## src/design/call_mode_pkg.sv

```systemverilog
/*
  Constants and types for the call mode controller: register layout, reset
  values, vector table layout, operation codes and cycle counts.
  Assumes nothing of its surroundings; used with scoped names only.
*/
package call_mode_pkg;
  localparam int PC_W = 14;
  localparam int CNT_W = 3;

  // Stack bank select register layout
  localparam int SEL_MODE_BIT = 3;
  localparam int SEL_BANK_BIT = 0;
  localparam logic [3:0] SEL_RESET = 4'h8;

  // Program memory vector layout
  localparam logic [PC_W-1:0] VEC_RESET_ADDR = 14'h0000;
  localparam logic [PC_W-1:0] VEC_INT_BASE = 14'h0002;
  localparam logic [PC_W-1:0] VEC_INT_LAST = 14'h000d;
  localparam logic [PC_W-1:0] TABLE_FIRST = 14'h0020;
  localparam logic [PC_W-1:0] TABLE_LAST = 14'h007f;
  localparam logic [2:0] INT_COUNT = 3'h6;

  // Vector entry word: enables on top, start address below
  localparam int VEC_MEM_EN_BIT = 15;
  localparam int VEC_REG_EN_BIT = 14;

  // Stack bytes per call form
  localparam logic [1:0] STACK_LEGACY = 2'h2;
  localparam logic [1:0] STACK_EXTENDED = 2'h3;

  // Machine cycles
  localparam logic [CNT_W-1:0] CYC_CALL_ABS_LEGACY = 3'h3;
  localparam logic [CNT_W-1:0] CYC_CALL_ABS_EXT = 3'h4;
  localparam logic [CNT_W-1:0] CYC_CALL_FAST_LEGACY = 3'h2;
  localparam logic [CNT_W-1:0] CYC_CALL_FAST_EXT = 3'h3;
  localparam logic [CNT_W-1:0] CYC_LONG = 3'h3;
  localparam logic [CNT_W-1:0] CYC_RETURN = 3'h3;
  localparam logic [CNT_W-1:0] CYC_BRANCH_REG = 3'h2;
  localparam logic [CNT_W-1:0] CYC_TABLE = 3'h3;
  localparam logic [CNT_W-1:0] CYC_VECTOR = 3'h2;

  typedef enum logic [3:0] {
    OP_CALL_ABS = 4'h0,
    OP_CALL_FAST = 4'h1,
    OP_LONG_BRANCH = 4'h2,
    OP_LONG_CALL = 4'h3,
    OP_RETURN = 4'h4,
    OP_BRANCH_DE = 4'h5,
    OP_BRANCH_XA = 4'h6,
    OP_TABLE_EXEC = 4'h7
  } op_t;

  typedef enum logic [3:0] {
    ST_VEC_FETCH = 4'b0001,
    ST_VEC_LOAD = 4'b0010,
    ST_IDLE = 4'b0100,
    ST_EXEC = 4'b1000
  } state_t;
endpackage

```

## src/design/cycle_timer_if.sv

```systemverilog
/*
  Handshake between the call mode controller and its machine cycle timer.
  Assumes both ends run on the same clock.
*/
`timescale 1ns/1ps
`default_nettype none
interface cycle_timer_if;
  logic start;
  logic [call_mode_pkg::CNT_W-1:0] cycles;
  logic done;
  modport ctrl (output start, output cycles, input done);
  modport timer (input start, input cycles, output done);
endinterface
`default_nettype wire

```

## src/design/cycle_timer.sv

```systemverilog
/*
  Machine cycle timer: loads a cycle count on start and flags the last
  cycle of the count. Assumes start is a one-cycle pulse from the same clock.
*/
`timescale 1ns/1ps
`default_nettype none
module cycle_timer (
  input wire logic clk_sys,
  input wire logic arst_n,
  cycle_timer_if.timer tmr
);
  logic [call_mode_pkg::CNT_W-1:0] remain;
  logic [call_mode_pkg::CNT_W-1:0] next_remain;

  always_comb begin
    next_remain = remain;
    if (tmr.start) begin
      next_remain = tmr.cycles;
    end else if (remain != '0) begin
      next_remain = remain - 3'h1;
    end
  end

  always_ff @(posedge clk_sys or negedge arst_n) begin
    if (!arst_n) begin
      remain <= '0;
    end else begin
      remain <= next_remain;
    end
  end

  assign tmr.done = (remain == 3'h1);
endmodule
`default_nettype wire

```

## src/design/call_mode_ctrl.sv

```systemverilog
/*
  Call mode controller of a 4-bit CPU core: holds the stack bank select
  register, loads reset and interrupt vectors, and works out stack usage,
  timing and targets of the call, return and branch forms per call mode.
  Assumes a synchronous program ROM with one cycle of read latency and
  request inputs driven from logic on clk_sys.
*/
//
// Contract
// - Select bit 3 picks call mode
// - Calls push 2 or 3 bytes
// - Long branch and call only extended
// - Call cycle counts depend on mode
// - Reset sets mode bit to legacy
// - Reset loads enables, start from 0000H
// - Interrupts load entry from 0002H-000DH
// - Table execute uses 0020H-007FH entries
// - Stack lives in bank 0 or 1
// - Register branches replace low PC byte
`timescale 1ns/1ps
`default_nettype none
module call_mode_ctrl (
  input wire logic clk_sys,
  input wire logic arst_n,
  input wire logic selWrite,
  input wire logic [3:0] selWrData,
  input wire logic opValid,
  input wire logic [3:0] opCode,
  input wire logic [13:0] opAddr,
  input wire logic [7:0] regPair,
  input wire logic intReq,
  input wire logic [2:0] intNum,
  input wire logic [15:0] romData,
  output logic [3:0] stackBankSelect,
  output logic legacyMode,
  output logic stackBank,
  output logic opReady,
  output logic opDone,
  output logic illegalOp,
  output logic [1:0] pushBytes,
  output logic [1:0] popBytes,
  output logic [13:0] pc,
  output logic registerBankEnable,
  output logic memoryBankEnable,
  output logic romRead,
  output logic [13:0] romAddr
);
  cycle_timer_if tmr ();

  cycle_timer timerUnit (
    .clk_sys(clk_sys),
    .arst_n(arst_n),
    .tmr(tmr)
  );

  function automatic logic inTable(input logic [13:0] addr);
    inTable = (addr >= call_mode_pkg::TABLE_FIRST) && (addr <= call_mode_pkg::TABLE_LAST);
  endfunction

  call_mode_pkg::state_t state;
  call_mode_pkg::state_t next_state;
  logic [3:0] next_stackBankSelect;
  logic next_opReady;
  logic next_opDone;
  logic next_illegalOp;
  logic [1:0] next_pushBytes;
  logic [1:0] next_popBytes;
  logic [13:0] next_pc;
  logic next_registerBankEnable;
  logic next_memoryBankEnable;
  logic next_romRead;
  logic [13:0] next_romAddr;
  logic start;
  logic next_start;
  logic [2:0] cycles;
  logic [2:0] next_cycles;
  logic loadVector;
  logic next_loadVector;
  logic mode;

  assign tmr.start = start;
  assign tmr.cycles = cycles;
  assign mode = stackBankSelect[call_mode_pkg::SEL_MODE_BIT];

  always_comb begin
    next_state = state;
    next_stackBankSelect = stackBankSelect;
    next_opDone = 1'b0;
    next_illegalOp = 1'b0;
    next_pushBytes = pushBytes;
    next_popBytes = popBytes;
    next_pc = pc;
    next_registerBankEnable = registerBankEnable;
    next_memoryBankEnable = memoryBankEnable;
    next_romRead = 1'b0;
    next_romAddr = romAddr;
    next_start = 1'b0;
    next_cycles = cycles;
    next_loadVector = loadVector;
    // A plain 4-bit store; software picks 100x or 000x at program start
    if (selWrite) begin
      next_stackBankSelect = selWrData;
    end
    case (state)
      call_mode_pkg::ST_VEC_FETCH: begin
        next_state = call_mode_pkg::ST_VEC_LOAD;
      end
      call_mode_pkg::ST_VEC_LOAD: begin
        // Entry word carries both enables and the start address
        next_memoryBankEnable = romData[call_mode_pkg::VEC_MEM_EN_BIT];
        next_registerBankEnable = romData[call_mode_pkg::VEC_REG_EN_BIT];
        next_pc = romData[13:0];
        next_state = call_mode_pkg::ST_IDLE;
        next_opDone = loadVector;
        next_loadVector = 1'b0;
      end
      call_mode_pkg::ST_IDLE: begin
        // Interrupts numbered 0 to 5 win over a pending instruction
        if (intReq && (intNum < call_mode_pkg::INT_COUNT)) begin
          next_romAddr = call_mode_pkg::VEC_INT_BASE + {10'h000, intNum, 1'b0};
          next_romRead = 1'b1;
          next_loadVector = 1'b1;
          next_state = call_mode_pkg::ST_VEC_FETCH;
        end else if (opValid) begin
          next_state = call_mode_pkg::ST_EXEC;
          next_start = 1'b1;
          next_pushBytes = 2'h0;
          next_popBytes = 2'h0;
          case (opCode)
            call_mode_pkg::OP_CALL_ABS: begin
              next_pc = opAddr;
              next_pushBytes = mode ? call_mode_pkg::STACK_LEGACY
                                    : call_mode_pkg::STACK_EXTENDED;
              next_cycles = mode ? call_mode_pkg::CYC_CALL_ABS_LEGACY
                                 : call_mode_pkg::CYC_CALL_ABS_EXT;
            end
            call_mode_pkg::OP_CALL_FAST: begin
              next_pc = opAddr;
              next_pushBytes = mode ? call_mode_pkg::STACK_LEGACY
                                    : call_mode_pkg::STACK_EXTENDED;
              next_cycles = mode ? call_mode_pkg::CYC_CALL_FAST_LEGACY
                                 : call_mode_pkg::CYC_CALL_FAST_EXT;
            end
            call_mode_pkg::OP_LONG_BRANCH, call_mode_pkg::OP_LONG_CALL: begin
              // Legacy mode has no long forms: refuse, keep PC and stack
              if (mode) begin
                next_illegalOp = 1'b1;
                next_start = 1'b0;
                next_state = call_mode_pkg::ST_IDLE;
              end else begin
                next_pc = opAddr;
                next_cycles = call_mode_pkg::CYC_LONG;
                if (opCode == call_mode_pkg::OP_LONG_CALL) begin
                  next_pushBytes = call_mode_pkg::STACK_EXTENDED;
                end
              end
            end
            call_mode_pkg::OP_RETURN: begin
              // Balance only holds if the mode did not change inside a call
              next_pc = opAddr;
              next_popBytes = mode ? call_mode_pkg::STACK_LEGACY
                                   : call_mode_pkg::STACK_EXTENDED;
              next_cycles = call_mode_pkg::CYC_RETURN;
            end
            call_mode_pkg::OP_BRANCH_DE, call_mode_pkg::OP_BRANCH_XA: begin
              next_pc = {pc[13:8], regPair};
              next_cycles = call_mode_pkg::CYC_BRANCH_REG;
            end
            call_mode_pkg::OP_TABLE_EXEC: begin
              if (inTable(opAddr)) begin
                next_romAddr = opAddr;
                next_romRead = 1'b1;
                next_cycles = call_mode_pkg::CYC_TABLE;
              end else begin
                next_illegalOp = 1'b1;
                next_start = 1'b0;
                next_state = call_mode_pkg::ST_IDLE;
              end
            end
            default: begin
              next_illegalOp = 1'b1;
              next_start = 1'b0;
              next_state = call_mode_pkg::ST_IDLE;
            end
          endcase
        end
      end
      call_mode_pkg::ST_EXEC: begin
        if (tmr.done) begin
          next_state = call_mode_pkg::ST_IDLE;
          next_opDone = 1'b1;
        end
      end
      default: begin
        next_state = call_mode_pkg::ST_IDLE;
      end
    endcase
    next_opReady = (next_state == call_mode_pkg::ST_IDLE);
  end

  always_ff @(posedge clk_sys or negedge arst_n) begin
    if (!arst_n) begin
      // Reset begins with the reset vector read already on the ROM port
      state <= call_mode_pkg::ST_VEC_FETCH;
      stackBankSelect <= call_mode_pkg::SEL_RESET;
      opReady <= 1'b0;
      opDone <= 1'b0;
      illegalOp <= 1'b0;
      pushBytes <= 2'h0;
      popBytes <= 2'h0;
      pc <= '0;
      registerBankEnable <= 1'b0;
      memoryBankEnable <= 1'b0;
      romRead <= 1'b1;
      romAddr <= call_mode_pkg::VEC_RESET_ADDR;
      start <= 1'b0;
      cycles <= '0;
      loadVector <= 1'b0;
    end else begin
      state <= next_state;
      stackBankSelect <= next_stackBankSelect;
      opReady <= next_opReady;
      opDone <= next_opDone;
      illegalOp <= next_illegalOp;
      pushBytes <= next_pushBytes;
      popBytes <= next_popBytes;
      pc <= next_pc;
      registerBankEnable <= next_registerBankEnable;
      memoryBankEnable <= next_memoryBankEnable;
      romRead <= next_romRead;
      romAddr <= next_romAddr;
      start <= next_start;
      cycles <= next_cycles;
      loadVector <= next_loadVector;
    end
  end

  // Mirrors of the select register so outputs stay flop-driven
  logic next_legacyMode;
  logic next_stackBank;
  always_comb begin
    next_legacyMode = next_stackBankSelect[call_mode_pkg::SEL_MODE_BIT];
    next_stackBank = next_stackBankSelect[call_mode_pkg::SEL_BANK_BIT];
  end

  always_ff @(posedge clk_sys or negedge arst_n) begin
    if (!arst_n) begin
      legacyMode <= call_mode_pkg::SEL_RESET[call_mode_pkg::SEL_MODE_BIT];
      stackBank <= call_mode_pkg::SEL_RESET[call_mode_pkg::SEL_BANK_BIT];
    end else begin
      legacyMode <= next_legacyMode;
      stackBank <= next_stackBank;
    end
  end
endmodule
`default_nettype wire

```

## config.mk

```make
export PLATFORM = sky130hd
export DESIGN_NAME = call_mode_ctrl
export DESIGN_NICKNAME = d
export VERILOG_FILES = /design/src/design/call_mode_pkg.sv /design/src/design/cycle_timer_if.sv /design/src/design/cycle_timer.sv /design/src/design/call_mode_ctrl.sv
export SDC_FILE = /design/constraint.sdc
export NUM_CORES = 1
export LEC_CHECK = 0
export ABC_AREA = 0
export BUFFER_PORTS_ARGS = -buffer_cell sky130_fd_sc_hd__buf_4
export CELL_PAD_IN_SITES_DETAIL_PLACEMENT = 1
export CELL_PAD_IN_SITES_GLOBAL_PLACEMENT = 1
export CORE_UTILIZATION = 40
export CTS_CLUSTER_DIAMETER = 120
export DETAILED_ROUTE_END_ITERATION = 6
export PLACE_DENSITY_LB_ADDON = 0.08
export RECOVER_POWER = 100
export SKIP_LAST_GASP = 1
export SYNTH_ARGS = -nofsm -noshare
export SYNTH_HDL_FRONTEND = slang
export SYNTH_SLANG_ARGS = --single-unit
```

## constraint.sdc

```tcl
create_clock -name clk_sys -period 5.75 [get_ports clk_sys]
set_clock_uncertainty 0.15 [all_clocks]
set_input_delay 0.2875 -clock clk_sys [delete_from_list [all_inputs] [get_ports clk_sys]]
set_output_delay 0.2875 -clock clk_sys [all_outputs]
set_load 0.01 [all_outputs]
```

==> impl_results.rst, run 1 <==
.. list-table::
   :header-rows: 1

   * - Metric
     - Value
   * - Result of the run
     - finished, violations left
   * - Violated checks
     - max-capacitance violations, max-slew violations
   * - RR Startpoint
     - state[1]$_DFF_PN0_
   * - Count of buffers inserted at the top-level ports
     - 97
   * - VDD IR-drop max
     - 0.140 mV
   * - Average via count per standard cell
     - 5.32
   * - Least-Margin Pin Slew
     - 2.94 ns
   * - Area share of the leading cell type in the synthesized netlist
     - 44.9%
   * - Setup Fix Bufs, Post-CTS
     - 0
   * - Leakage component of the power
     - 1.49 nW
   * - Vertical extent of the die
     - 86.3 µm
   * - RePlAce Congestion
     - 0.759
   * - Mean routed wirelength per cell
     - 16.7 µm
   * - Number of diodes added for antenna fixing
     - 0
   * - Crit path cell chain
     - dlygate4sd3_1 -> clkbuf_1
   * - Boundary Pins
     - 98
   * - Initial Util
     - 41.6%
   * - Horizontal die dimension
     - 86.3 µm
   * - Number of buffers and inverters on the critical path
     - 2
   * - Worst hold-check path type
     - primary input to flip-flop
   * - Slowest stage cell, crit path
     - sky130_fd_sc_hd__clkbuf_1
   * - Cell with the most instances after synthesis
     - sky130_fd_sc_hd__dfrtp_1
   * - Via count
     - 2447
   * - Crit-path leading delay family
     - buffers and inverters
   * - Seq/Total Area, Yosys
     - 47.7%
   * - Max-cap check violation count
     - 1
   * - Wire length of the first global-routing pass
     - 12700 µm
   * - Gate count after technology mapping
     - 276
   * - Core Footprint
     - 6830 µm²
   * - Cell types occupying the most area after synthesis
     - sky130_fd_sc_hd__dfrtp_1 (45%), sky130_fd_sc_hd__mux2_2 (5.2%), sky130_fd_sc_hd__o21ai_0 (4.6%)
   * - Final core area utilization
     - 51.1%
   * - Switching power
     - 0.000569 W
   * - Minimum clock period
     - 3.28 ns
   * - Sink Count
     - 54
   * - R2r setup slk
     - 2.62 ns
   * - Startpoint types
     - primary input
   * - Share of the cycle needed by the critical path after routing
     - 57.1%
   * - Internal power summed over all cells
     - 0.000905 W
   * - Area of the mapped netlist
     - 2840 µm²
   * - Type of the worst setup path
     - primary input to async pin
   * - RSZ-0062 raised after global routing
     - false
   * - Setup tns final
     - 0 ns
   * - Worst reg2reg endpoint
     - pc[2]$_DFFE_PN0P_
   * - List of most frequent post-synthesis cells
     - sky130_fd_sc_hd__dfrtp_1 (51), sky130_fd_sc_hd__o21ai_0 (26), sky130_fd_sc_hd__nand2_1 (24), sky130_fd_sc_hd__nor2_1 (17), sky130_fd_sc_hd__nand3_1 (16)
   * - R2R cell count
     - 3
   * - Final number of hold-violating endpoints
     - 0
   * - Most frequently used flop master after synthesis
     - sky130_fd_sc_hd__dfrtp_1
   * - Critical path peak fanout
     - 54
   * - CTS tree
     - yes
   * - Number of rows in the core area
     - 30
   * - Maximum number of pins on one net before global-route repair
     - 55
   * - Maximum clock insertion buffer count
     - 2
   * - Data arrival time at the worst-slack endpoint
     - 2.91 ns
   * - Termination of the worst setup path
     - pc[1]$_DFFE_PN0P_
   * - Net Sw Frac
     - 38.6%
   * - Number of global-route vias before repair
     - 2505
   * - Area of the die
     - 7440 µm²
   * - First-pass detailed-route iteration total
     - 4
   * - Post-synth ARST share
     - 100%
   * - Initial drt markers
     - 108
   * - Setup violation total in the final timing report
     - 0
   * - Depth of the critical timing path with buffers and inverters included
     - 2
   * - Count of warnings emitted by yosys
     - 0
   * - Upper clock frequency limit
     - 0.305 GHz
   * - Dpl hpwl
     - 5750 µm
   * - Most area-hungry cell type in the Yosys netlist
     - sky130_fd_sc_hd__dfrtp_1
   * - Clk pin slew, worst setup/hold paths
     - 0.10 ns
   * - Clock buffers created by TritonCTS
     - 5
   * - Critical path origin
     - arst_n
   * - Number of nets with antenna violations after routing
     - 0
   * - Power Dens Cells
     - 422 nW/µm²
   * - Number of nets in the finished design
     - 421
   * - Number of remaining DRC errors
     - 0
   * - Power share of the combinational group
     - 40.3%
   * - Required time worst endpoint
     - 5.38 ns
   * - Remaining global-route overflow
     - 0
   * - Initial antenna violation count
     - 0
   * - Post-Syn Area per Cell
     - 10.3 µm²
   * - Routed wire length
     - 7700 µm
   * - Fill cell count
     - 824
   * - Clock network fraction of design power
     - 18.4%
   * - Global routing usage summed across all routing layers
     - 21.7%
   * - Layout cell share with drive strength beyond 1
     - 21.4%
   * - Synth-to-Final Area Change
     - 22.9%
   * - Share of power burned in registers
     - 41.3%
   * - Critical Path End Type
     - async pin
   * - Yosys reg bits
     - 54
   * - Unique masters post-synth
     - 53
   * - Clock Root Buffer
     - sky130_fd_sc_hd__clkbuf_8
   * - Slowest Stage Delay on Critical Path
     - 2.07 ns
   * - Number of H-tree levels
     - 2
   * - Count of flip-flops with a built-in enable after synthesis
     - 0
   * - Final Max Tran Viols
     - 55
   * - Worst-Skew Late Latency
     - 0.31 ns
   * - Net Count, Synth
     - 334
   * - Worst slew margin
     - -95.9%
==> final cells by class <==
| cell class | count | area, µm² | area share [%] |
|---|---|---|---|
| clock buffers | 6 | 82.6 | 2.37 |
| multi-input cells | 196 | 1290 | 37.1 |
| inverters | 7 | 26.3 | 0.753 |
| flip-flops and latches | 54 | 1360 | 38.8 |
| well taps | 96 | 120 | 3.44 |
| repair buffers | 99 | 573 | 16.4 |
| clock inverters | 2 | 38.8 | 1.11 |
==> cell families (layout without fill, tap and decap cells) <==
| logic type | after synthesis | in the layout | synth area share, % |
|---|---|---|---|
| simple gates | 90 | 90 | 16.8 |
| compound gates | 73 | 73 | 18.4 |
| flops | 54 | 54 | 47.7 |
| buf+inv | 26 | 114 | 4.36 |
| mux | 25 | 25 | 9.78 |
| fa+ha+maj | 4 | 4 | 1.76 |
| xor+xnor | 4 | 4 | 1.23 |
==> power groups by stage <==
stage	clock [W]	combinational (W)	sequential, W
final	0.000271	0.000594	0.000609
after global routing	0.000299	0.000667	0.000626
after CTS	0.000278	0.000707	0.000616
after detailed placement	0	0.000702	0.000623
after global placement	0	0.000681	0.000615
after floorplan	0	0.000396	0.000638
==> metrics by stage <==
| stage | setup WS (ns) | instance area [µm²] | hold slack (ns) | total power, W | std cells |
|---|---|---|---|---|---|
| 6_report | 2.47 | 3490 | 0.0256 | 0.00147 | 460 |
| 5_1_grt | 1.86 | 3490 | 0.0103 | 0.00159 | 460 |
| 2_1_floorplan | 3.72 | 2840 | -0.158 | 0.00103 | 276 |
| 4_1_cts | 3.21 | 3730 | 0.00789 | 0.00160 | 460 |
| 3_3_place_gp | 3.12 | 3600 | 0.233 | 0.00130 | 451 |
| 3_5_place_dp | 3.01 | 3600 | 0.232 | 0.00132 | 451 |
==> how the worst min path moves through the flow <==
| stage | to | slack, ns | start | cells after the start |
|---|---|---|---|---|
| after floorplan | cycles[0]$_DFFE_PN0P_ | -0.16 | arst_n | 0 |
| after CTS | stackBankSelect[3]$_DFFE_PN1P_ | 0.008 | selWrite | 2 |
| final | stackBankSelect[3]$_DFFE_PN1P_ | 0.03 | selWrite | 2 |
| after global routing | stackBankSelect[3]$_DFFE_PN1P_ | 0.01 | selWrite | 2 |
| after global placement | timerUnit.remain[2]$_DFFE_PN0P_ | 0.23 | arst_n | 1 |
| after detailed placement | opDone$_DFF_PN0_ | 0.23 | arst_n | 1 |
==> sequential cells by signal (all words and copies together) (netlist names), 2 cells and up <==
name and cells:
popBytes 2, pushBytes 2, pc 14, cycles 3
state 4, stackBankSelect 4, romAddr 14, timerUnit.remain 3
==> metal layers <==
metal / track usage (%) / vias up / part of all wire, %
met3: 4.76 / 8 / 5.1
li1: - / 1167 / -
met2: 35.9 / 78 / 47
met1: 29.2 / 1194 / 46
met4: 5.15 / 0 / 1.1
met5: 0 / - / 0
==> layout by cell type, fill, tap and decap left out, types with 2 or more instances in the layout <==
cell	count
sky130_fd_sc_hd__xnor2_1	2
sky130_fd_sc_hd__mux2_2	12
sky130_fd_sc_hd__a21oi_1	4
sky130_fd_sc_hd__inv_1	6
sky130_fd_sc_hd__o21ai_0	29
sky130_fd_sc_hd__nand2b_1	4
sky130_fd_sc_hd__clkbuf_1	46
sky130_fd_sc_hd__mux2_1	10
sky130_fd_sc_hd__mux2i_1	3
sky130_fd_sc_hd__nand3b_1	3
sky130_fd_sc_hd__nand4_1	8
sky130_fd_sc_hd__o41ai_1	2
sky130_fd_sc_hd__and2_1	2
sky130_fd_sc_hd__a31oi_1	9
sky130_fd_sc_hd__nand2_1	24
sky130_fd_sc_hd__nor2b_1	2
sky130_fd_sc_hd__xor2_1	2
sky130_fd_sc_hd__o211ai_1	7
sky130_fd_sc_hd__a211oi_1	2
sky130_fd_sc_hd__dfrtp_1	51
sky130_fd_sc_hd__a22oi_1	2
sky130_fd_sc_hd__nor3_1	6
sky130_fd_sc_hd__a21boi_0	8
sky130_fd_sc_hd__ha_1	4
sky130_fd_sc_hd__dfstp_1	2
sky130_fd_sc_hd__buf_4	52
sky130_fd_sc_hd__clkbuf_8	6
sky130_fd_sc_hd__nand3_1	16
sky130_fd_sc_hd__nor2_1	17
==> timing repair <==
action,4_1_cts,5_1_grt
gates resized for setup,0,0
hold endpoints to repair,51,0
endpoints found under the setup margin,0,0
hold buffers,1,0
Note: power is estimated with default switching activity, not from simulation.
==> inputs of run 2 (changes only) <==
--- a/config.mk
+++ b/config.mk
@@ -9,7 +9,7 @@
 export BUFFER_PORTS_ARGS = -buffer_cell sky130_fd_sc_hd__buf_4
 export CELL_PAD_IN_SITES_DETAIL_PLACEMENT = 1
 export CELL_PAD_IN_SITES_GLOBAL_PLACEMENT = 1
-export CORE_UTILIZATION = 40
+export CORE_UTILIZATION = 38
 export CTS_CLUSTER_DIAMETER = 120
 export DETAILED_ROUTE_END_ITERATION = 6
 export PLACE_DENSITY_LB_ADDON = 0.08
==> constraint.sdc (replaced) <==
create_clock -name clk_sys -period 3.3 [get_ports clk_sys]
set_clock_uncertainty 0.15 [all_clocks]
set_input_delay 0.165 -clock clk_sys [delete_from_list [all_inputs] [get_ports clk_sys]]
set_output_delay 0.165 -clock clk_sys [all_outputs]
set_load 0.01 [all_outputs]
==> run 2 against run 1 <==
Compared with the run above:
- the flow now finishes without violations
- setup slack worse by 1.9 ns
- critical path type is now flip-flop to flip-flop
- combinational power up 78%
- non-clock buffer count up 17
- worst hold slack worse by 0.018 ns
- count of clock-buffer cells in the layout unchanged
- die area up 5.1%
- first-iteration DRC count up 19%
- flip-flop and latch count unchanged
- global-route usage down 0.30 points
- critical endpoint is now pc[5]$_DFFE_PN0P_
- utilization down 1.1 points
==> impl_results.rst, run 2 (same netlist as run 1, synthesis figures left out) <==
.. list-table::
   :header-rows: 1

   * - Metric
     - Value
   * - Result of the run
     - completed
   * - Setup violation total in the final timing report
     - 0 (unchanged)
   * - Remaining global-route overflow
     - 0 (unchanged)
   * - Setup Fix Bufs, Post-CTS
     - 0 (unchanged)
   * - CTS tree
     - yes
   * - Most common cell after layout, fill and taps aside
     - sky130_fd_sc_hd__buf_4
   * - Routed wire length
     - 7980 µm (+3.7%)
   * - Core Footprint
     - 7250 µm² (+6.2%)
   * - Worst-Skew Late Latency
     - 0.30 ns (about the same)
   * - Startpoint types
     - flip-flop
   * - Global routing usage summed across all routing layers
     - 21.4% (-0.30 points)
   * - Maximum clock insertion buffer count
     - 2 (unchanged)
   * - First-pass detailed-route iteration total
     - 4 (unchanged)
   * - Number of diodes added for antenna fixing
     - 0 (unchanged)
   * - Leakage component of the power
     - 1.55 nW (+3.6%)
   * - Count of buffers inserted at the top-level ports
     - 97 (unchanged)
   * - Via count
     - 2496 (+2.0%)
   * - Minimum clock period
     - 2.74 ns
   * - Number of nets with antenna violations after routing
     - 0 (unchanged)
   * - Fill cell count
     - 869 (+5.5%)
   * - Layout cell share with drive strength beyond 1
     - 21.3% (-0.17 points)
   * - Initial drt markers
     - 128 (+19%)
   * - Setup WS pre-CTS
     - 0.809 ns (-2.20 ns)
   * - Boundary Pins
     - 98 (unchanged)
   * - Regs by FF count
     - pc (14), romAddr (14)
   * - Final worst-path setup slack
     - 0.560 ns (-1.91 ns)
   * - Number of gates resized after CTS
     - 0 (unchanged)
   * - Area of combinational cells with multiple inputs
     - 1290 µm² (unchanged)
   * - Sink Count
     - 54 (unchanged)
   * - Average via count per standard cell
     - 5.20 (-2.2%)
   * - Number of rows in the core area
     - 31 (+3.3%)
   * - Required time worst endpoint
     - 3.34 ns (-2.04 ns)
   * - Vertical extent of the die
     - 88.5 µm (+2.5%)
   * - Share of the cycle needed by the critical path after routing
     - 83.0%
   * - Critical path peak fanout
     - 18 (-67%)
   * - Synth-to-Final Area Change
     - 27.6%
   * - Power Dens Cells
     - 685 nW/µm² (+62%)
   * - Critical Path End Type
     - flip-flop
   * - Clock Root Buffer
     - sky130_fd_sc_hd__clkbuf_8
   * - Area of the die
     - 7820 µm² (+5.1%)
   * - Maximum number of pins on one net before global-route repair
     - 55 (unchanged)
   * - RSZ-0062 raised after global routing
     - false
   * - Upper clock frequency limit
     - 0.365 GHz
   * - Mean routed wirelength per cell
     - 16.6 µm (-0.64%)
   * - Max-cap check violation count
     - 0 (-1)
   * - Worst slew margin
     - 11.1% (+110 points)
   * - Leading cell types in the layout, fill and taps excluded
     - sky130_fd_sc_hd__buf_4 (55), sky130_fd_sc_hd__dfrtp_1 (51), sky130_fd_sc_hd__clkbuf_1 (46)
   * - Clock buffers created by TritonCTS
     - 5 (unchanged)
   * - Least-Margin Pin Slew
     - 1.33 ns (-1.60 ns)
   * - Number of remaining DRC errors
     - 0 (unchanged)
   * - Clk pin slew, worst setup/hold paths
     - 0.10 ns (about the same)
   * - VDD IR-drop max
     - 0.295 mV (+110%)
   * - RePlAce Congestion
     - 0.737 (-2.9%)
   * - Final Max Tran Viols
     - 0 (-100%)
   * - Number of nets in the finished design
     - 438 (+4.0%)
   * - Hold WS
     - 0.00763 ns (-0.0180 ns)
   * - Horizontal die dimension
     - 88.5 µm (+2.5%)
   * - Data arrival time at the worst-slack endpoint
     - 2.78 ns (-0.13 ns)
   * - Wire length of the first global-routing pass
     - 12700 µm (+0.66%)
   * - Sequential Area
     - 1360 µm² (unchanged)
   * - Number of global-route vias before repair
     - 2599 (+3.8%)
   * - Total design power
     - 0.00248 W (+68%)
   * - Dpl hpwl
     - 5870 µm (+2.1%)
   * - Initial Util
     - 39.2% (-2.4 points)
   * - Number of H-tree levels
     - 2 (unchanged)
   * - Worst hold-check path type
     - primary input to flip-flop
   * - Type of the worst setup path
     - flip-flop to flip-flop
   * - Setup tns final
     - 0 ns (unchanged)
   * - Final number of hold-violating endpoints
     - 0 (unchanged)
   * - Initial antenna violation count
     - 0 (unchanged)
run 2: cell types whose count changed in the layout (fill, tap and decap cells not counted), sizes merged:
cell / previous run / this run
buf: 52 / 55
bufinv: 1 / 0
clkinvlp: 0 / 2
dlygate4sd3: 1 / 15
inv: 7 / 6
run 2: cell type report:
| class | instances | share of cell area, % |
|---|---|---|
| clock buffer | 6 | 2.00 |
| clock inverter | 2 | 0.414 |
| inverter | 7 | 0.725 |
| multi-input combinational | 196 | 35.7 |
| sequential | 54 | 37.4 |
| tap | 99 | 3.42 |
| timing repair buffer | 116 | 20.3 |
run 2: worst paths after layout:
path	cells after the start	end	slack, ns	startpoint
min in group asynchronous	2	timerUnit.remain[0]$_DFFE_PN0P_	0.54	arst_n
setup reg to reg	3	pc[5]$_DFFE_PN0P_	0.56	state[1]$_DFF_PN0_
hold / removal	3	romAddr[5]$_DFFE_PN0P_	0.008	opAddr[5]
max in group asynchronous	2	pc[0]$_DFFE_PN0P_	1.66	arst_n
setup / recovery	3	pc[5]$_DFFE_PN0P_	0.56	state[1]$_DFF_PN0_
hold reg to reg	1	cycles[1]$_DFFE_PN0P_	0.34	cycles[1]$_DFFE_PN0P_
run 2: critical path, stage by stage, from the launching register on:
cell,delay (ns)
sky130_fd_sc_hd__dfrtp_1,0.46
sky130_fd_sc_hd__or4b_1,0.87
sky130_fd_sc_hd__o21ai_1,0.73
sky130_fd_sc_hd__mux2_2,0.42
run 2: repair_timing:
item,in CTS,in global routing
setup endpoints to repair,0,0
hold endpoints to repair,63,0
hold buffers,15,0
run 2: stage by stage:
step / utilization (%) / cells / area, µm²
final: 50.0 / 480 / 3620
after global placement: 50.0 / 457 / 3620
after floorplan: - / 276 / 2840
after detailed placement: 50.0 / 457 / 3620
after CTS: 53.3 / 480 / 3860
after global routing: 50.0 / 480 / 3620
run 2: per-layer routing:
layer / up-vias / wire (µm) / global-route usage (%) / part of all wire [%]
li1: 1201 / - / - / -
met2: 75 / 3910 / 36.2 / 49
met4: 0 / 55 / 6.74 / 0.69
met1: 1216 / 3560 / 27.9 / 45
met5: - / 0 / 0 / 0
met3: 4 / 468 / 4.01 / 5.9
run 2: report_power, final:
part	switching [W]	internal (W)
Clock	0.000216	0.000150
Combinational	0.000602	0.000453
Sequential	0.000164	0.000895
